File: src/rtl/pcr_consts.svh
`ifndef PCR_CONSTS_SVH
`define PCR_CONSTS_SVH
`define PCR_DEV_ADDR        6'o67
`define PCR_SUB_SKIP        6'o01
`define PCR_SUB_READ        6'o12
`define PCR_SUB_SEL_ALPHA   6'o04
`define PCR_SUB_SEL_BIN     6'o14
`define PCR_COLUMNS         7'd80
`define PCR_CLK_PERIOD_PS   4000
`define PCR_COL_PERIOD_NS   2300000
// divide the period down first: scaling 2.3 ms up to picoseconds overflows a 32-bit int
`define PCR_COL_CYCLES      (`PCR_COL_PERIOD_NS / (`PCR_CLK_PERIOD_PS / 1000))
`define PCR_READ_WIN_NS     300000
`define PCR_READ_WIN_CYCLES (`PCR_READ_WIN_NS / (`PCR_CLK_PERIOD_PS / 1000))
`define PCR_ACC_LSB         5'd12
`define PCR_ST_FLAG         9
`define PCR_ST_DONE         10
`define PCR_ST_FAULT        11
`define PCR_ST_EOF          12
`endif

File: src/rtl/pcr_pkg.sv
`default_nettype none
package pcr_pkg;
	typedef enum logic [1:0]
	{
		PCR_IDLE = 2'b00,
		PCR_FEED = 2'b01,
		PCR_DONE = 2'b11
	} pcr_state_t;
	typedef enum logic
	{
		PCR_MODE_ALPHA = 1'b0,
		PCR_MODE_BIN   = 1'b1
	} pcr_mode_t;
endpackage
`default_nettype wire

File: src/rtl/pcr_col_if.sv
`timescale 1ns/1ps
`default_nettype none
interface pcr_col_if;
	logic        strobe;
	logic [11:0] rows;
	logic [5:0]  alpha;
	modport src (output strobe, output rows, output alpha);
	modport dst (input strobe, input rows, input alpha);
endinterface
`default_nettype wire

File: src/rtl/pcr_col_pacer.sv
`timescale 1ns/1ps
`default_nettype none
`include "pcr_consts.svh"
module pcr_col_pacer
	import pcr_pkg::*;
#(
	parameter int COL_CYCLES = `PCR_COL_CYCLES
)
(
	input  wire logic        mclk_i,
	input  wire logic        rstn_i,
	input  wire logic        start_i,
	input  wire logic [11:0] rows_i,
	input  wire logic [5:0]  alpha_i,
	output logic             busy_o,
	pcr_col_if.src           col
);
	logic [31:0] tick_reg;
	logic [6:0]  count_reg;
	logic        busy_reg;
	logic        strobe_reg;
	logic [11:0] rows_reg;
	logic [5:0]  alpha_reg;
	assign busy_o = busy_reg;
	assign col.strobe = strobe_reg;
	assign col.rows = rows_reg;
	assign col.alpha = alpha_reg;
	// reader mechanism paces columns; host cannot stall it
	always_ff @(posedge mclk_i or negedge rstn_i)
	begin
		if (!rstn_i)
		begin
			tick_reg <= 32'h0;
			count_reg <= 7'h0;
			busy_reg <= 1'b0;
			strobe_reg <= 1'b0;
		end
		else
		begin
			strobe_reg <= 1'b0;
			if (!busy_reg)
			begin
				if (start_i)
				begin
					busy_reg <= 1'b1;
					count_reg <= 7'h0;
					tick_reg <= 32'(COL_CYCLES - 1);
				end
			end
			else if (tick_reg == 32'h0)
			begin
				strobe_reg <= 1'b1; // RULE2
				tick_reg <= 32'(COL_CYCLES - 1);
				count_reg <= count_reg + 7'h1;
				if (count_reg == `PCR_COLUMNS - 7'h1)
					busy_reg <= 1'b0; // RULE1
			end
			else
				tick_reg <= tick_reg - 32'h1;
		end
	end
	always_ff @(posedge mclk_i or negedge rstn_i)
	begin
		if (!rstn_i)
		begin
			rows_reg <= 12'h000;
			alpha_reg <= 6'h00;
		end
		else if (busy_reg && tick_reg == 32'h0)
		begin
			rows_reg <= rows_i;
			alpha_reg <= alpha_i;
		end
	end
endmodule
`default_nettype wire

File: src/rtl/pcr_card_reader.sv
// Function
// RULE1 - one select delivers all 80 columns in order, paced by reader
// RULE2 - column-ready flag set per new column, columns 2.3 ms apart
// RULE3 - host must read within 300 us of flag
// RULE4 - skip command answers skip only while flag is set
// RULE5 - read command drives column data to accumulator, clears flag
// RULE6 - alphanumeric select starts card, six-bit code per column
// RULE7 - binary select starts card, all twelve rows available
// RULE8 - binary needs two reads per column, upper half first
// RULE9 - each read gives six bits in accumulator bits 12 to 17
// RULE10 - binary reads: rows Y,X,0-3 first, then rows 4-9
// RULE11 - latest select sets mode, also mid-card for later columns
// RULE12 - flag drives interrupt request and status bit 9
// RULE13 - card done level on status bit 10
// RULE14 - fault on status bit 11, OR of six conditions
// RULE15 - end-of-file latched on bit 12 until reset switch
// RULE16 - respond only when six-bit device address matches
// RULE17 - skip produced on first command pulse
// RULE18 - unread column is overwritten and flag set again
`timescale 1ns/1ps
`default_nettype none
`include "pcr_consts.svh"
module pcr_card_reader
	import pcr_pkg::*;
#(
	parameter logic [5:0] DEV_ADDR   = `PCR_DEV_ADDR,
	parameter int         COL_CYCLES = `PCR_COL_CYCLES
)
(
	input  wire logic        mclk_i,
	input  wire logic        rstn_i,
	input  wire logic [5:0]  iot_addr_i,
	input  wire logic        iot_p1_i,
	input  wire logic        iot_p2_i,
	input  wire logic        iot_p4_i,
	input  wire logic        iot_mode_bit_i,
	input  wire logic [11:0] card_rows_i,
	input  wire logic [5:0]  card_alpha_i,
	input  wire logic        rdr_not_ready_i,
	input  wire logic        hopper_empty_i,
	input  wire logic        stacker_full_i,
	input  wire logic        card_jam_i,
	input  wire logic        validity_err_i,
	input  wire logic        validity_en_i,
	input  wire logic        circuit_fail_i,
	input  wire logic        eof_switch_i,
	input  wire logic        eof_reset_i,
	output logic             skip_o,
	output logic [17:0]      accumulator_o,
	output logic             accumulator_valid_o,
	output logic             program_interrupt_request_o,
	output logic [17:0]      status_o,
	output logic             card_motion_o
);
	// pins from the reader mechanism are asynchronous; two flops each
	logic [8:0]  pin_s1_reg;
	logic [8:0]  pin_s2_reg;
	logic        eof_reg;
	logic        flag_reg;
	logic        half_reg;
	logic        done_reg;
	pcr_mode_t   mode_reg;
	pcr_state_t  state_reg;
	logic        skip_reg;
	logic [17:0] acc_reg;
	logic        acc_valid_reg;
	logic [11:0] col_rows_reg;
	logic [5:0]  col_alpha_reg;
	logic        sel;
	logic        start;
	logic        busy;
	logic [11:0] rows_s1_reg;
	logic [11:0] rows_s2_reg;
	logic [5:0]  alpha_s1_reg;
	logic [5:0]  alpha_s2_reg;
	logic        not_ready_sync;
	logic        hopper_empty_sync;
	logic        stacker_full_sync;
	logic        card_jam_sync;
	logic        validity_err_sync;
	logic        validity_en_sync;
	logic        circuit_fail_sync;
	logic        eof_switch_sync;
	logic        eof_reset_sync;
	logic        fault;
	logic        skip_cmd;
	logic        read_cmd;
	logic        card_end;
	pcr_col_if   col ();

	function automatic logic [17:0] pcr_place(input logic [5:0] bits);
		pcr_place = 18'(bits); // RULE9
	endfunction

	// status word is numbered from the most significant end, bit 0 is [17]
	function automatic int unsigned pcr_st_pos(input int unsigned bit_no);
		pcr_st_pos = 17 - bit_no;
	endfunction

	// six bits per read: the alphanumeric code, or one half of the binary rows
	function automatic logic [5:0] pcr_pick(input pcr_mode_t mode, input logic half, input logic [11:0] rows,
		input logic [5:0] alpha);
		if (mode == PCR_MODE_ALPHA)
			pcr_pick = alpha; // RULE6
		else if (!half)
			pcr_pick = rows[11:6]; // RULE10
		else
			pcr_pick = rows[5:0]; // RULE10
	endfunction

	assign sel = (iot_addr_i == DEV_ADDR); // RULE16
	assign start = sel && iot_p4_i;
	assign skip_cmd = sel && iot_p1_i;
	assign read_cmd = sel && iot_p2_i;
	// the last column drops busy in the same cycle as its strobe
	assign card_end = !busy && col.strobe;

	// the pacer ignores a select while a card moves, so that select only changes the mode
	pcr_col_pacer #(
		.COL_CYCLES (COL_CYCLES)
	) u_pacer (
		.mclk_i  (mclk_i),
		.rstn_i  (rstn_i),
		.start_i (start),
		.rows_i  (rows_s2_reg),
		.alpha_i (alpha_s2_reg),
		.busy_o  (busy),
		.col     (col.src)
	);

	always_ff @(posedge mclk_i or negedge rstn_i)
	begin
		if (!rstn_i)
		begin
			pin_s1_reg <= 9'h000;
			pin_s2_reg <= 9'h000;
		end
		else
		begin
			pin_s1_reg <= {rdr_not_ready_i, hopper_empty_i, stacker_full_i, card_jam_i,
				validity_err_i, validity_en_i, circuit_fail_i, eof_switch_i, eof_reset_i};
			pin_s2_reg <= pin_s1_reg;
		end
	end

	// card data is stable around each column instant, so a plain two-flop path is enough
	always_ff @(posedge mclk_i or negedge rstn_i)
	begin
		if (!rstn_i)
		begin
			rows_s1_reg <= 12'h000;
			rows_s2_reg <= 12'h000;
			alpha_s1_reg <= 6'h00;
			alpha_s2_reg <= 6'h00;
		end
		else
		begin
			rows_s1_reg <= card_rows_i;
			rows_s2_reg <= rows_s1_reg;
			alpha_s1_reg <= card_alpha_i;
			alpha_s2_reg <= alpha_s1_reg;
		end
	end

	assign not_ready_sync = pin_s2_reg[8];
	assign hopper_empty_sync = pin_s2_reg[7];
	assign stacker_full_sync = pin_s2_reg[6];
	assign card_jam_sync = pin_s2_reg[5];
	assign validity_err_sync = pin_s2_reg[4];
	assign validity_en_sync = pin_s2_reg[3];
	assign circuit_fail_sync = pin_s2_reg[2];
	assign eof_switch_sync = pin_s2_reg[1];
	assign eof_reset_sync = pin_s2_reg[0];
	assign fault = not_ready_sync | hopper_empty_sync | stacker_full_sync | card_jam_sync
		| (validity_err_sync & validity_en_sync) | circuit_fail_sync; // RULE14

	always_ff @(posedge mclk_i or negedge rstn_i)
	begin
		if (!rstn_i)
			mode_reg <= PCR_MODE_ALPHA;
		else if (start)
			mode_reg <= iot_mode_bit_i ? PCR_MODE_BIN : PCR_MODE_ALPHA; // RULE6 RULE7 RULE11
	end

	always_ff @(posedge mclk_i or negedge rstn_i)
	begin
		if (!rstn_i)
			state_reg <= PCR_IDLE;
		else
		begin
			unique case (state_reg)
				PCR_IDLE,
				PCR_DONE:
				begin
					if (start)
						state_reg <= PCR_FEED;
				end
				PCR_FEED:
				begin
					// a select in the last column's cycle starts the next card at once
					if (card_end)
						state_reg <= start ? PCR_FEED : PCR_DONE; // RULE1
				end
				default:
					state_reg <= PCR_IDLE;
			endcase
		end
	end

	always_ff @(posedge mclk_i or negedge rstn_i)
	begin
		if (!rstn_i)
			done_reg <= 1'b0;
		else if (start)
			done_reg <= 1'b0;
		else if (state_reg == PCR_FEED && card_end)
			done_reg <= 1'b1; // RULE13
	end

	// the column buffer is simply overwritten when the host falls behind
	always_ff @(posedge mclk_i or negedge rstn_i)
	begin
		if (!rstn_i)
		begin
			col_rows_reg <= 12'h000;
			col_alpha_reg <= 6'h00;
		end
		else if (col.strobe)
		begin
			col_rows_reg <= col.rows; // RULE18
			col_alpha_reg <= col.alpha;
		end
	end

	// a new column wins over a same-cycle read clear
	always_ff @(posedge mclk_i or negedge rstn_i)
	begin
		if (!rstn_i)
			flag_reg <= 1'b0;
		else if (col.strobe)
			flag_reg <= 1'b1; // RULE2 RULE18
		else if (read_cmd && (mode_reg == PCR_MODE_ALPHA || half_reg))
			flag_reg <= 1'b0; // RULE5
	end

	// binary columns take two reads; the half pointer restarts with every column
	always_ff @(posedge mclk_i or negedge rstn_i)
	begin
		if (!rstn_i)
			half_reg <= 1'b0;
		else if (col.strobe)
			half_reg <= 1'b0;
		else if (read_cmd)
			half_reg <= (mode_reg == PCR_MODE_BIN) && !half_reg; // RULE8
	end

	always_ff @(posedge mclk_i or negedge rstn_i)
	begin
		if (!rstn_i)
		begin
			acc_reg <= 18'h00000;
			acc_valid_reg <= 1'b0;
		end
		else
		begin
			acc_valid_reg <= read_cmd;
			if (read_cmd)
				acc_reg <= pcr_place(pcr_pick(mode_reg, half_reg, col_rows_reg, col_alpha_reg)); // RULE5 RULE9 RULE10
			else
				acc_reg <= 18'h00000;
		end
	end

	always_ff @(posedge mclk_i or negedge rstn_i)
	begin
		if (!rstn_i)
			skip_reg <= 1'b0;
		else
			// answers from the flag as it stood before this pulse
			skip_reg <= skip_cmd && flag_reg; // RULE4 RULE17
	end

	always_ff @(posedge mclk_i or negedge rstn_i)
	begin
		if (!rstn_i)
			eof_reg <= 1'b0;
		// a held switch outranks the reset switch
		else if (eof_switch_sync)
			eof_reg <= 1'b1; // RULE15
		else if (eof_reset_sync)
			eof_reg <= 1'b0;
	end

	assign skip_o = skip_reg;
	assign accumulator_o = acc_reg;
	assign accumulator_valid_o = acc_valid_reg;
	assign program_interrupt_request_o = flag_reg; // RULE12
	assign card_motion_o = busy;

	always_comb
	begin
		status_o = 18'h00000;
		status_o[pcr_st_pos(`PCR_ST_FLAG)] = flag_reg; // RULE12
		status_o[pcr_st_pos(`PCR_ST_DONE)] = done_reg; // RULE13
		status_o[pcr_st_pos(`PCR_ST_FAULT)] = fault; // RULE14
		status_o[pcr_st_pos(`PCR_ST_EOF)] = eof_reg; // RULE15
	end
endmodule
`default_nettype wire

File: config.mk
export PLATFORM = sky130hd
export DESIGN_NAME = pcr_card_reader
export DESIGN_NICKNAME = d
export VERILOG_FILES = /design/src/rtl/pcr_pkg.sv /design/src/rtl/pcr_col_if.sv /design/src/rtl/pcr_col_pacer.sv /design/src/rtl/pcr_card_reader.sv
export VERILOG_INCLUDE_DIRS = /design/src /design/src/rtl
export SDC_FILE = /design/constraint.sdc
export NUM_CORES = 1
export LEC_CHECK = 0
export ABC_AREA = 1
export BUFFER_PORTS_ARGS = -buffer_cell sky130_fd_sc_hd__clkbuf_2
export CAP_MARGIN = 20
export CORE_UTILIZATION = 40
export CTS_CLUSTER_DIAMETER = 80
export DETAILED_ROUTE_END_ITERATION = 10
export PLACE_DENSITY = 0.61
export REMOVE_ABC_BUFFERS = 1
export SYNTH_ARGS = -nofsm -noshare
export SYNTH_HDL_FRONTEND = slang
export SYNTH_HIERARCHICAL = 1
export SYNTH_SLANG_ARGS = --single-unit
export TNS_END_PERCENT = 1
File: constraint.sdc
create_clock -name mclk_i -period 2 [get_ports mclk_i]
set_clock_uncertainty 0.15 [all_clocks]
set_input_delay 0.4 -clock mclk_i [delete_from_list [all_inputs] [get_ports mclk_i]]
set_output_delay 0.4 -clock mclk_i [all_outputs]
set_load 0.05 [all_outputs]
==> results of run 1 <==
## power breakdown
| group | switching, mW | internal [mW] | total, mW |
|---|---|---|---|
| combinational | 0.926 | 0.534 | 1.46 |
| sequential | 0.238 | 3.21 | 3.45 |
| clock | 1.31 | 1.62 | 2.93 |
## synthesized netlist by cell type, types with 6 or more instances
cell type  number
buf_2           8
nand2_2        15
inv_1          47
o22ai_1         6
dfrtp_1       146
nor2_1         55
o21ai_0        27
a21oi_1        13
nand3_1        33
nand2_1       203
nand4_1         7
o21ai_1         7
nor2_4          7
nor2_2          6
xor2_1         16
buf_4          32
## worst paths after layout
path                       slack (ns)                  from  depth (start not counted)                   end
min in group asynchronous        0.34                rstn_i                          2         pin_s1_reg[1]
max reg2reg                      0.13  u_pacer/tick_reg[16]                          9  u_pacer/tick_reg[31]
min                              0.03              iot_p1_i                          3                skip_o
max                              0.13  u_pacer/tick_reg[16]                          9  u_pacer/tick_reg[31]
max in group asynchronous        0.75                rstn_i                          3  u_pacer/count_reg[6]
min reg2reg                      0.20         pin_s1_reg[2]                          0         pin_s2_reg[2]
## worst min-delay path, stage by stage
cell and delay (ns):
clkbuf_2 0.08, nand2_1 0.05, nor2_1 0.04
## layout make-up
class / count / area [µm²] / area share
inverter: 52 / 208 / 0.0273
tap: 211 / 264 / 0.0347
clock inverter: 15 / 124 / 0.0163
multi-input combinational: 451 / 2190 / 0.288
clock buffer: 17 / 425 / 0.0558
timing repair buffer: 102 / 749 / 0.0984
sequential: 146 / 3650 / 0.480
## layer usage
layer,wire (µm),vias up
met5,0,-
met4,190,0
met3,489,14
met2,5620,115
met1,6130,2180
li1,-,2243
## logic make-up (layout without fill, tap and decap cells)
kind of cell	Yosys count	count (layout)	share of synthesized area
adders and majority gates	4	4	0.00798
AOI/OAI and AO/OA	60	60	0.0523
xor gates and xnor gates	19	19	0.0265
and+or+nand+nor	342	342	0.245
buffers and inverters	97	186	0.0852
DFF	146	146	0.583
other	1	26	0.000598
## stage by stage
step / power (mW) / hold WS [ns] / instances / area, µm²
2_1_floorplan: 4.44 / -0.0456 / 649 / 6030
3_3_place_gp: 4.86 / 0.182 / 934 / 6770
3_5_place_dp: 4.91 / 0.185 / 934 / 6770
4_1_cts: 7.91 / 0.0176 / 994 / 7600
5_1_grt: 8.28 / 0.0199 / 994 / 7620
6_report: 7.84 / 0.0312 / 994 / 7620
## what timing repair did
action / 4_1_cts / 5_1_grt
setup endpoints to repair: 9 / 31
pin swaps: 0 / 1
hold endpoints to repair: 74 / 0
gates resized for setup: 1 / 8
hold buffers: 28 / 0
==> qor.yml, run 1 <==
grt_use_met3: 0.0373
htreeDepth: 4
synth_warnings: 6
die_x_um: 127
hp-class: "in2reg"
yosys.area.top_type: "dfrtp_1"
syn_avg_cell_area_um2: 9.37
track_usage: 0.170
yosysSeqAreaShare: 0.583
cp_top_family: "simple AND/OR/NAND/NOR gates"
finalHoldViolCount: 0
overflow: 0
grt_pass1_wl_um: 21400
grt_max_degree: 51
grt_setup_unrepaired: "yes"
layout_commonest_cell: "nand2_1"
fin_crit_ns: 1.87
ir_worst_vdd_mv: 0.695
clock_sinks: 146
synth_edf_count: 0
synth_area_leaders: "dfrtp_1 58%, nand2_1 12%, buf_4 3.8%"
largest_reg_flops: 32
routed_via_density: 4.58
wl_per_cell_um: 12.5
dp_slack_ns: -0.0466
ys_ff_latch: 146
num-nets-final: 813
dr_total_vias: 4552
fin_tns_setup_ns: 0
worstPathMaxFanout: 4
ant_nets: 0
numCtsBuffers: 17
setup_viol: 0
cp.buffers_inverters: 2
crit_chain: "buf_4, nor2_1, nand2_1, nor2_1, nand3_2, inv_1, nand3_1, nand3_1, nand2_1"
required_ns: 2.16
antenna_found_initial: 0
syn_area_um2: 6270
cts_root_buf: "clkbuf_16"
antenna_cells: 0
fillers: 1384
initial_core_util: 0.411
synthCells: 669
gp_congestion: 0.869
die_h_um: 127
cts_setup_buffers: 0
cts_buffer_depth: 2
drive_gt1_frac: 0.193
fin_crit_sh: 0.934
cts_tree: "yes"
area_growth_pct: 21.5
p_leak_nw: 3.73
cp_data_arrival_time_ns: 2.02
path_clk_slew_ns: 0.06
core_area_um2: 15300
cp-start-kind: "flop"
synthArstFlopShare: 1.00
ys_types: 36
dieArea_um2: 16200
slowest_delay_ns: 0.38
met1_usage: 0.233
drc: 0
yosysTopAreaCellShare: 0.583
synthFlopType: "dfrtp_1"
io_pins: 79
run_status: "complete, no violations"
dr.pass1.iters: 5
top_usage_layer: "met2"
use_met2: 0.267
maxCapViolCount: 0
layout_common_cells: "202 x nand2_1, 146 x dfrtp_1, 52 x nor2_1, 50 x clkbuf_2, 47 x inv_1"
drv_slew: 0
insertion_delay_ns: 0.41
io_buffers: 52
setup_ws_ns: 0.132
slowest_stage: "dfrtp_1"
cp-end-kind: "flop"
grt_pass1_vias: 4556
post-route-util: 0.499
path_class: "reg2reg"
fmax_ghz: 0.535
place_hpwl_um: 8740
drtIter0Drc: 253
fp-row-count: 45
routed_wl_um: 12400
p_per_area_nw_per_um2: 1030
Note: power is estimated with default switching activity, not from simulation.
==> run 2: changes to the inputs <==
- SYNTH_HIERARCHICAL: 1 -> not set
==> qor.yml, run 2 <==
run_status: "complete, no violations"
drc: 0  # unchanged
drive_gt1_frac: 0.177  # -0.0160
required_ns: 1.45  # -0.71 ns
setup_viol: 0  # unchanged
grt_max_degree: 50  # -2.0%
slowest_stage: "dfrtp_1"
cts_buffer_depth: 2  # unchanged
synthArstFlopShare: 1.00  # unchanged
synthCells: 670  # +0.15%
multi_input_area_um2: 2150  # -2.2%
gp_congestion: 0.844  # -2.8%
ff2ff_setup_slack_ns: 0.13  # about the same
synth-xor-area-share: 0.0197  # -0.00689
num-nets-final: 816  # +0.37%
numCtsBuffers: 17  # unchanged
synthFlopType: "dfrtp_1"
cp-start-kind: "flop"
synth_top_family_by_area: "simple AND/OR/NAND/NOR gates"
io_pins: 79  # unchanged
routed_wl_um: 12700  # +2.4%
cts_root_buf: "clkbuf_16"
finalHoldViolCount: 0  # unchanged
ant_nets: 0  # unchanged
yosysSeqAreaShare: 0.586  # +0.00281
p_leak_nw: 3.78  # +1.4%
drtIter0Drc: 289  # +14%
initial_core_util: 0.410  # -0.000454
io_buffers: 52  # unchanged
synth_edf_count: 0  # unchanged
ys_ff_latch: 146  # unchanged
synth-compound-area-share: 0.0738  # +0.0215
ys_types: 32  # -11%
ir_worst_vdd_mv: 0.696  # about the same
clock_sinks: 146  # unchanged
seq_area_um2: 3650  # unchanged
synth_area_leaders: "dfrtp_1 59%, nand2_1 9.8%, inv_1 4.0%"
path_class: "reg2out"
overflow: 0  # unchanged
muxShareOfSynthArea: 0  # unchanged
hp-class: "in2reg"
post-route-util: 0.508  # +0.00827
maxCapViolCount: 0  # unchanged
tightest_slew_ns: 0.660
cts_tree: "yes"
core_area_um2: 15200  # -0.37%
fp-row-count: 45  # unchanged
layout_commonest_cell: "nand2_1"
synth.most_common_cell: "nand2_1"
dieArea_um2: 16100  # -0.47%
dr_total_vias: 4644  # +2.0%
synth-simple-area-share: 0.224  # -0.0207
htreeDepth: 4  # unchanged
hold_ws_ns: 0.0540  # +0.0228 ns
yosysTopAreaCellShare: 0.586  # +0.00281
insertion_delay_ns: 0.42  # about the same
routed_via_density: 4.77  # +4.1%
worstPathMaxFanout: 1  # -3
synth_warnings: 0  # -6
drv_slew: 0  # unchanged
yosys.area.top_type: "dfrtp_1"
dp_slack_ns: 0.0557  # +0.102 ns
slowest_delay_ns: 0.36  # -0.02 ns
synthAdderAreaFrac: 0.00802  # +0.0000384
stdcell_count: 974  # -2.0%
largest_reg_flops: 32  # unchanged
antenna_found_initial: 0  # unchanged
die_x_um: 127  # -0.24%
die_h_um: 127  # -0.24%
place_hpwl_um: 8450  # -3.4%
fin_crit_ns: 1.89  # +0.0204 ns
grt_pass1_wl_um: 21400  # -0.29%
track_usage: 0.170  # -0.000873
fin_tns_setup_ns: 0  # unchanged
fin_crit_sh: 0.944  # +0.0102
fmax_ghz: 0.529  # -1.1%
area_growth_pct: 23.7
synth_common_cells: "163 x nand2_1, 146 x dfrtp_1, 66 x inv_1, 61 x nor2_1, 45 x o21ai_0"
grt_pass1_vias: 4602  # +1.0%
dr.pass1.iters: 4  # -1
cp-end-kind: "output pin"
placed_cells: 911  # -2.5%
setup_ws_ns: 0.111  # -0.0204 ns
crit_chain: "nor3_1, nand3_1, clkbuf_2"
path_clk_slew_ns: 0.06  # about the same
cp_data_arrival_time_ns: 1.34  # -0.68 ns
layout_common_cells: "163 x nand2_1, 146 x dfrtp_1, 66 x inv_1, 60 x nor2_1, 51 x clkbuf_2"
fillers: 1371  # -0.94%
antenna_cells: 0  # unchanged
wl_per_cell_um: 13.1  # +4.5%
slew-limit-headroom: 0.560
p_per_area_nw_per_um2: 1170  # +13%
syn_area_um2: 6240  # -0.48%
syn_avg_cell_area_um2: 9.31  # -0.63%
run 2: changes by cell type after synthesis, moves of 4 or more:
| cell | previous run | this run |
|---|---|---|
| a21oi_1 | 13 | 17 |
| inv_1 | 47 | 66 |
| nand2_2 | 15 | 6 |
| nand4_1 | 7 | 11 |
| nand3b_1 | 5 | 1 |
| clkbuf_1 | 2 | 8 |
| nand2_1 | 203 | 163 |
| nor2_1 | 55 | 61 |
| o21ai_1 | 7 | 12 |
| o21ai_0 | 27 | 45 |
run 2: worst paths after layout:
kind | startpoint | end | cells after the start
setup / recovery | pin_s2_reg[6] | status_o[6] | 3
hold / removal | iot_p1_i | skip_o | 3
setup reg to reg | u_pacer.tick_reg[0] | u_pacer.col.rows[10] | 9
hold reg to reg | rows_s1_reg[11] | rows_s2_reg[11] | 0
max in group asynchronous | rstn_i | u_pacer.tick_reg[27] | 3
min in group asynchronous | rstn_i | u_pacer.col.alpha[5] | 2
run 2: stage by stage:
| step | instance area (µm²) | total power [mW] |
|---|---|---|
| floorplan | 6030 | 4.98 |
| global placement | 6730 | 5.47 |
| detailed placement | 6730 | 5.54 |
| CTS | 7660 | 9.05 |
| global route | 7720 | 9.56 |
| finish | 7720 | 9.01 |
run 2: final cells by class:
type / instances / share of cell area
multi-input cells: 437 / 0.278
clock buffers: 17 / 0.0551
repair buffers: 105 / 0.102
flip-flops and latches: 146 / 0.473
clock inverters: 15 / 0.0282
well taps: 188 / 0.0305
inverters: 66 / 0.0321
run 2: worst max-delay path, delay by kind of cell (launching register included):
kind          cells  cell delay [ns]
simple gates      2             0.31
buf+inv           1             0.25
flops             1             0.36
run 2: cell families (layout without fill, tap and decap cells):
logic type | Yosys count | after routing
DFF | 146 | 146
adders and majority gates | 4 | 4
other | 1 | 26
and+or+nand+nor | 307 | 307
AOI/OAI and AO/OA | 86 | 86
xor gates and xnor gates | 14 | 14
buffers and inverters | 112 | 203
run 2: report_power, final:
| part | leakage, nW | internal [mW] | switching, mW |
|---|---|---|---|
| Combinational | 1.62 | 0.669 | 1.31 |
| Sequential | 1.84 | 3.27 | 0.326 |
| Clock | 0.311 | 2.13 | 1.31 |
run 2: repair_timing:
item | CTS | global route
hold buffers | 28 | 0
hold endpoints to repair | 66 | 0
setup endpoints to repair | 0 | 36
gates resized for setup | 0 | 4
buffers inserted | 0 | 2
run 2: per-layer routing:
layer / routed length (µm) / vias up / global-route usage
met5: 0 / - / 0
met4: 179 / 0 / 0.0679
met3: 561 / 16 / 0.0426
met2: 6080 / 113 / 0.275
met1: 5910 / 2238 / 0.218
li1: - / 2277 / -
==> run 3: changes to the inputs <==
- CTS_CLUSTER_SIZE: not set -> 40
- REMOVE_ABC_BUFFERS: 1 -> not set
- SLEW_MARGIN: not set -> 10
==> qor.yml, run 3 (synthesis gave the netlist of run 2 again) <==
power_mw: 8.65  # -4.0%
grt_pass1_vias: 4514  # -1.9%
drtIter0Drc: 283  # -2.1%
fmax_ghz: 0.544  # +2.8%
grt_max_degree: 58  # +16%
run_status: "complete, no violations"
io_buffers: 52  # unchanged
multi_input_area_um2: 2140  # -0.12%
drive_gt1_frac: 0.173  # -0.00399
required_ns: 2.21  # +0.76 ns
cp-start-kind: "flop"
p_leak_nw: 3.72  # -1.6%
drv_slew: 0  # unchanged
gp_congestion: 0.860  # +1.9%
io_pins: 79  # unchanged
seq_area_um2: 3650  # unchanged
cp.buffers_inverters: 2  # +1
holdPathStages: 3  # unchanged
cts_setup_buffers: 0  # unchanged
hp-start: "iot_p1_i"
slew-limit-headroom: 0.596  # +0.0358
grt_pass1_wl_um: 21400  # +0.19%
largest_reg_flops: 32  # unchanged
ff2ff_setup_slack_ns: 0.16  # +0.03 ns
antenna_found_initial: 0  # unchanged
die_x_um: 127  # unchanged
dpl-instance-area_um2: 6740  # about the same
finalHoldViolCount: 0  # unchanged
overflow: 0  # unchanged
wl_per_cell_um: 12.6  # -3.7%
fin_tns_setup_ns: 0  # unchanged
num-nets-final: 812  # -0.49%
setup_viol: 0  # unchanged
worstPathMaxFanout: 12  # +11
track_usage: 0.169  # about the same
slowest_stage: "dfrtp_1"
dieArea_um2: 16100  # unchanged
area_growth_pct: 21.9
antenna_cells: 0  # unchanged
cts_buffer_depth: 2  # unchanged
dr.pass1.iters: 5  # +1
clock_sinks: 146  # unchanged
p_per_area_nw_per_um2: 1140  # -2.6%
core_area_um2: 15200  # unchanged
fin_crit_ns: 1.84  # -0.0506 ns
r2r_start: "u_pacer.tick_reg[0]"
routed_wl_um: 12200  # -4.2%
insertion_delay_ns: 0.42  # about the same
cp-end-kind: "flop"
cts_tree: "yes"
grt_setup_unrepaired: "no"
dr_total_vias: 4530  # -2.5%
layout_commonest_cell: "nand2_1"
fin_area_um2: 7600  # -1.4%
htreeDepth: 4  # unchanged
worstReg2RegEnd: "u_pacer.count_reg[3]"
initial_core_util: 0.410  # unchanged
drc: 0  # unchanged
crit_chain: "inv_1, ha_2, nand2_2, nor2_8, nand2_4, nor2_4, nor2_2, buf_12, nor2_2, nand2_1, nand2_1"
cp_data_arrival_time_ns: 2.04  # +0.70 ns
cp_top_family: "simple AND/OR/NAND/NOR gates"
fin_crit_sh: 0.919  # -0.0253
place_hpwl_um: 8480  # +0.43%
whs_endpoint: "skip_o"
ir_worst_vdd_mv: 0.644  # -7.4%
timing.critical_path.from: "u_pacer.tick_reg[0]"
cts_root_buf: "clkbuf_16"
layout_common_cells: "163 x nand2_1, 146 x dfrtp_1, 66 x inv_1, 59 x nor2_1, 51 x clkbuf_2"
fillers: 1350  # -1.5%
ff2ff_path_depth: 11  # +2
hp-class: "in2reg"
die_h_um: 127  # unchanged
maxCapViolCount: 0  # unchanged
routed_via_density: 4.67  # -2.0%
path_clk_slew_ns: 0.06  # about the same
numCtsBuffers: 17  # unchanged
slowest_delay_ns: 0.39  # +0.03 ns
ant_nets: 0  # unchanged
tightest_slew_ns: 0.606  # -0.0537 ns
path_class: "reg2reg"
fp-row-count: 45  # unchanged
run 3: cell types whose count changed in the layout (fill, tap and decap cells not counted), sizes merged:
cell,before,now
clkinv,2,3
clkinvlp,2,0
inv,73,75
bufinv,4,1
buf,25,22
run 3: worst max-delay path by stage:
stage                     slack (ns)                    to  depth (start not counted)
after floorplan                 0.11  u_pacer.tick_reg[19]                          7
after global placement          0.13  u_pacer.tick_reg[29]                         11
after detailed placement        0.07  u_pacer.tick_reg[30]                          9
after CTS                       0.05  u_pacer.count_reg[3]                         11
after global routing           0.008  u_pacer.col.alpha[5]                          9
final                           0.16  u_pacer.count_reg[3]                         11
run 3: worst reg2reg max path: stages, from the launching register on:
cell and delay (ns):
dfrtp_1 0.39, inv_1 0.09, ha_2 0.22, nand2_2 0.11, nor2_8 0.18, nand2_4 0.09
nor2_4 0.10, nor2_2 0.07, buf_12 0.15, nor2_2 0.12, nand2_1 0.06, nand2_1 0.06
run 3: area by class of cell:
class / count / share of cell area
clock buffers: 18 / 0.0564
clock inverters: 13 / 0.0184
inverters: 66 / 0.0326
multi-input cells: 437 / 0.282
flip-flops and latches: 146 / 0.480
well taps: 188 / 0.0309
repair buffers: 101 / 0.0992
run 3: metrics by stage:
step	setup slack (ns)	hold slack, ns	std cells	util
6_report	0.162	0.0609	969	0.500
5_1_grt	0.00824	0.0578	969	0.500
4_1_cts	0.0524	0.0415	969	0.499
3_5_place_dp	0.0718	0.172	910	0.443
3_3_place_gp	0.130	0.171	910	0.443
2_1_floorplan	0.113	-0.0456	695	-
run 3: report_power, final:
part           switching (mW)  internal [mW]
logic                    1.32          0.680
registers               0.329           3.27
clock network            1.29           1.75
run 3: per-layer routing:
layer,global-route usage,part of all wire,wire (µm)
met1,0.225,0.49,5930
met5,0,0,0
met2,0.266,0.46,5590
met3,0.0371,0.039,477
met4,0.0784,0.016,200
run 3: what timing repair did:
action,in CTS,in global routing
setup endpoints to repair,0,24
hold endpoints to repair,59,0
hold buffers,28,0
gates resized for setup,0,5
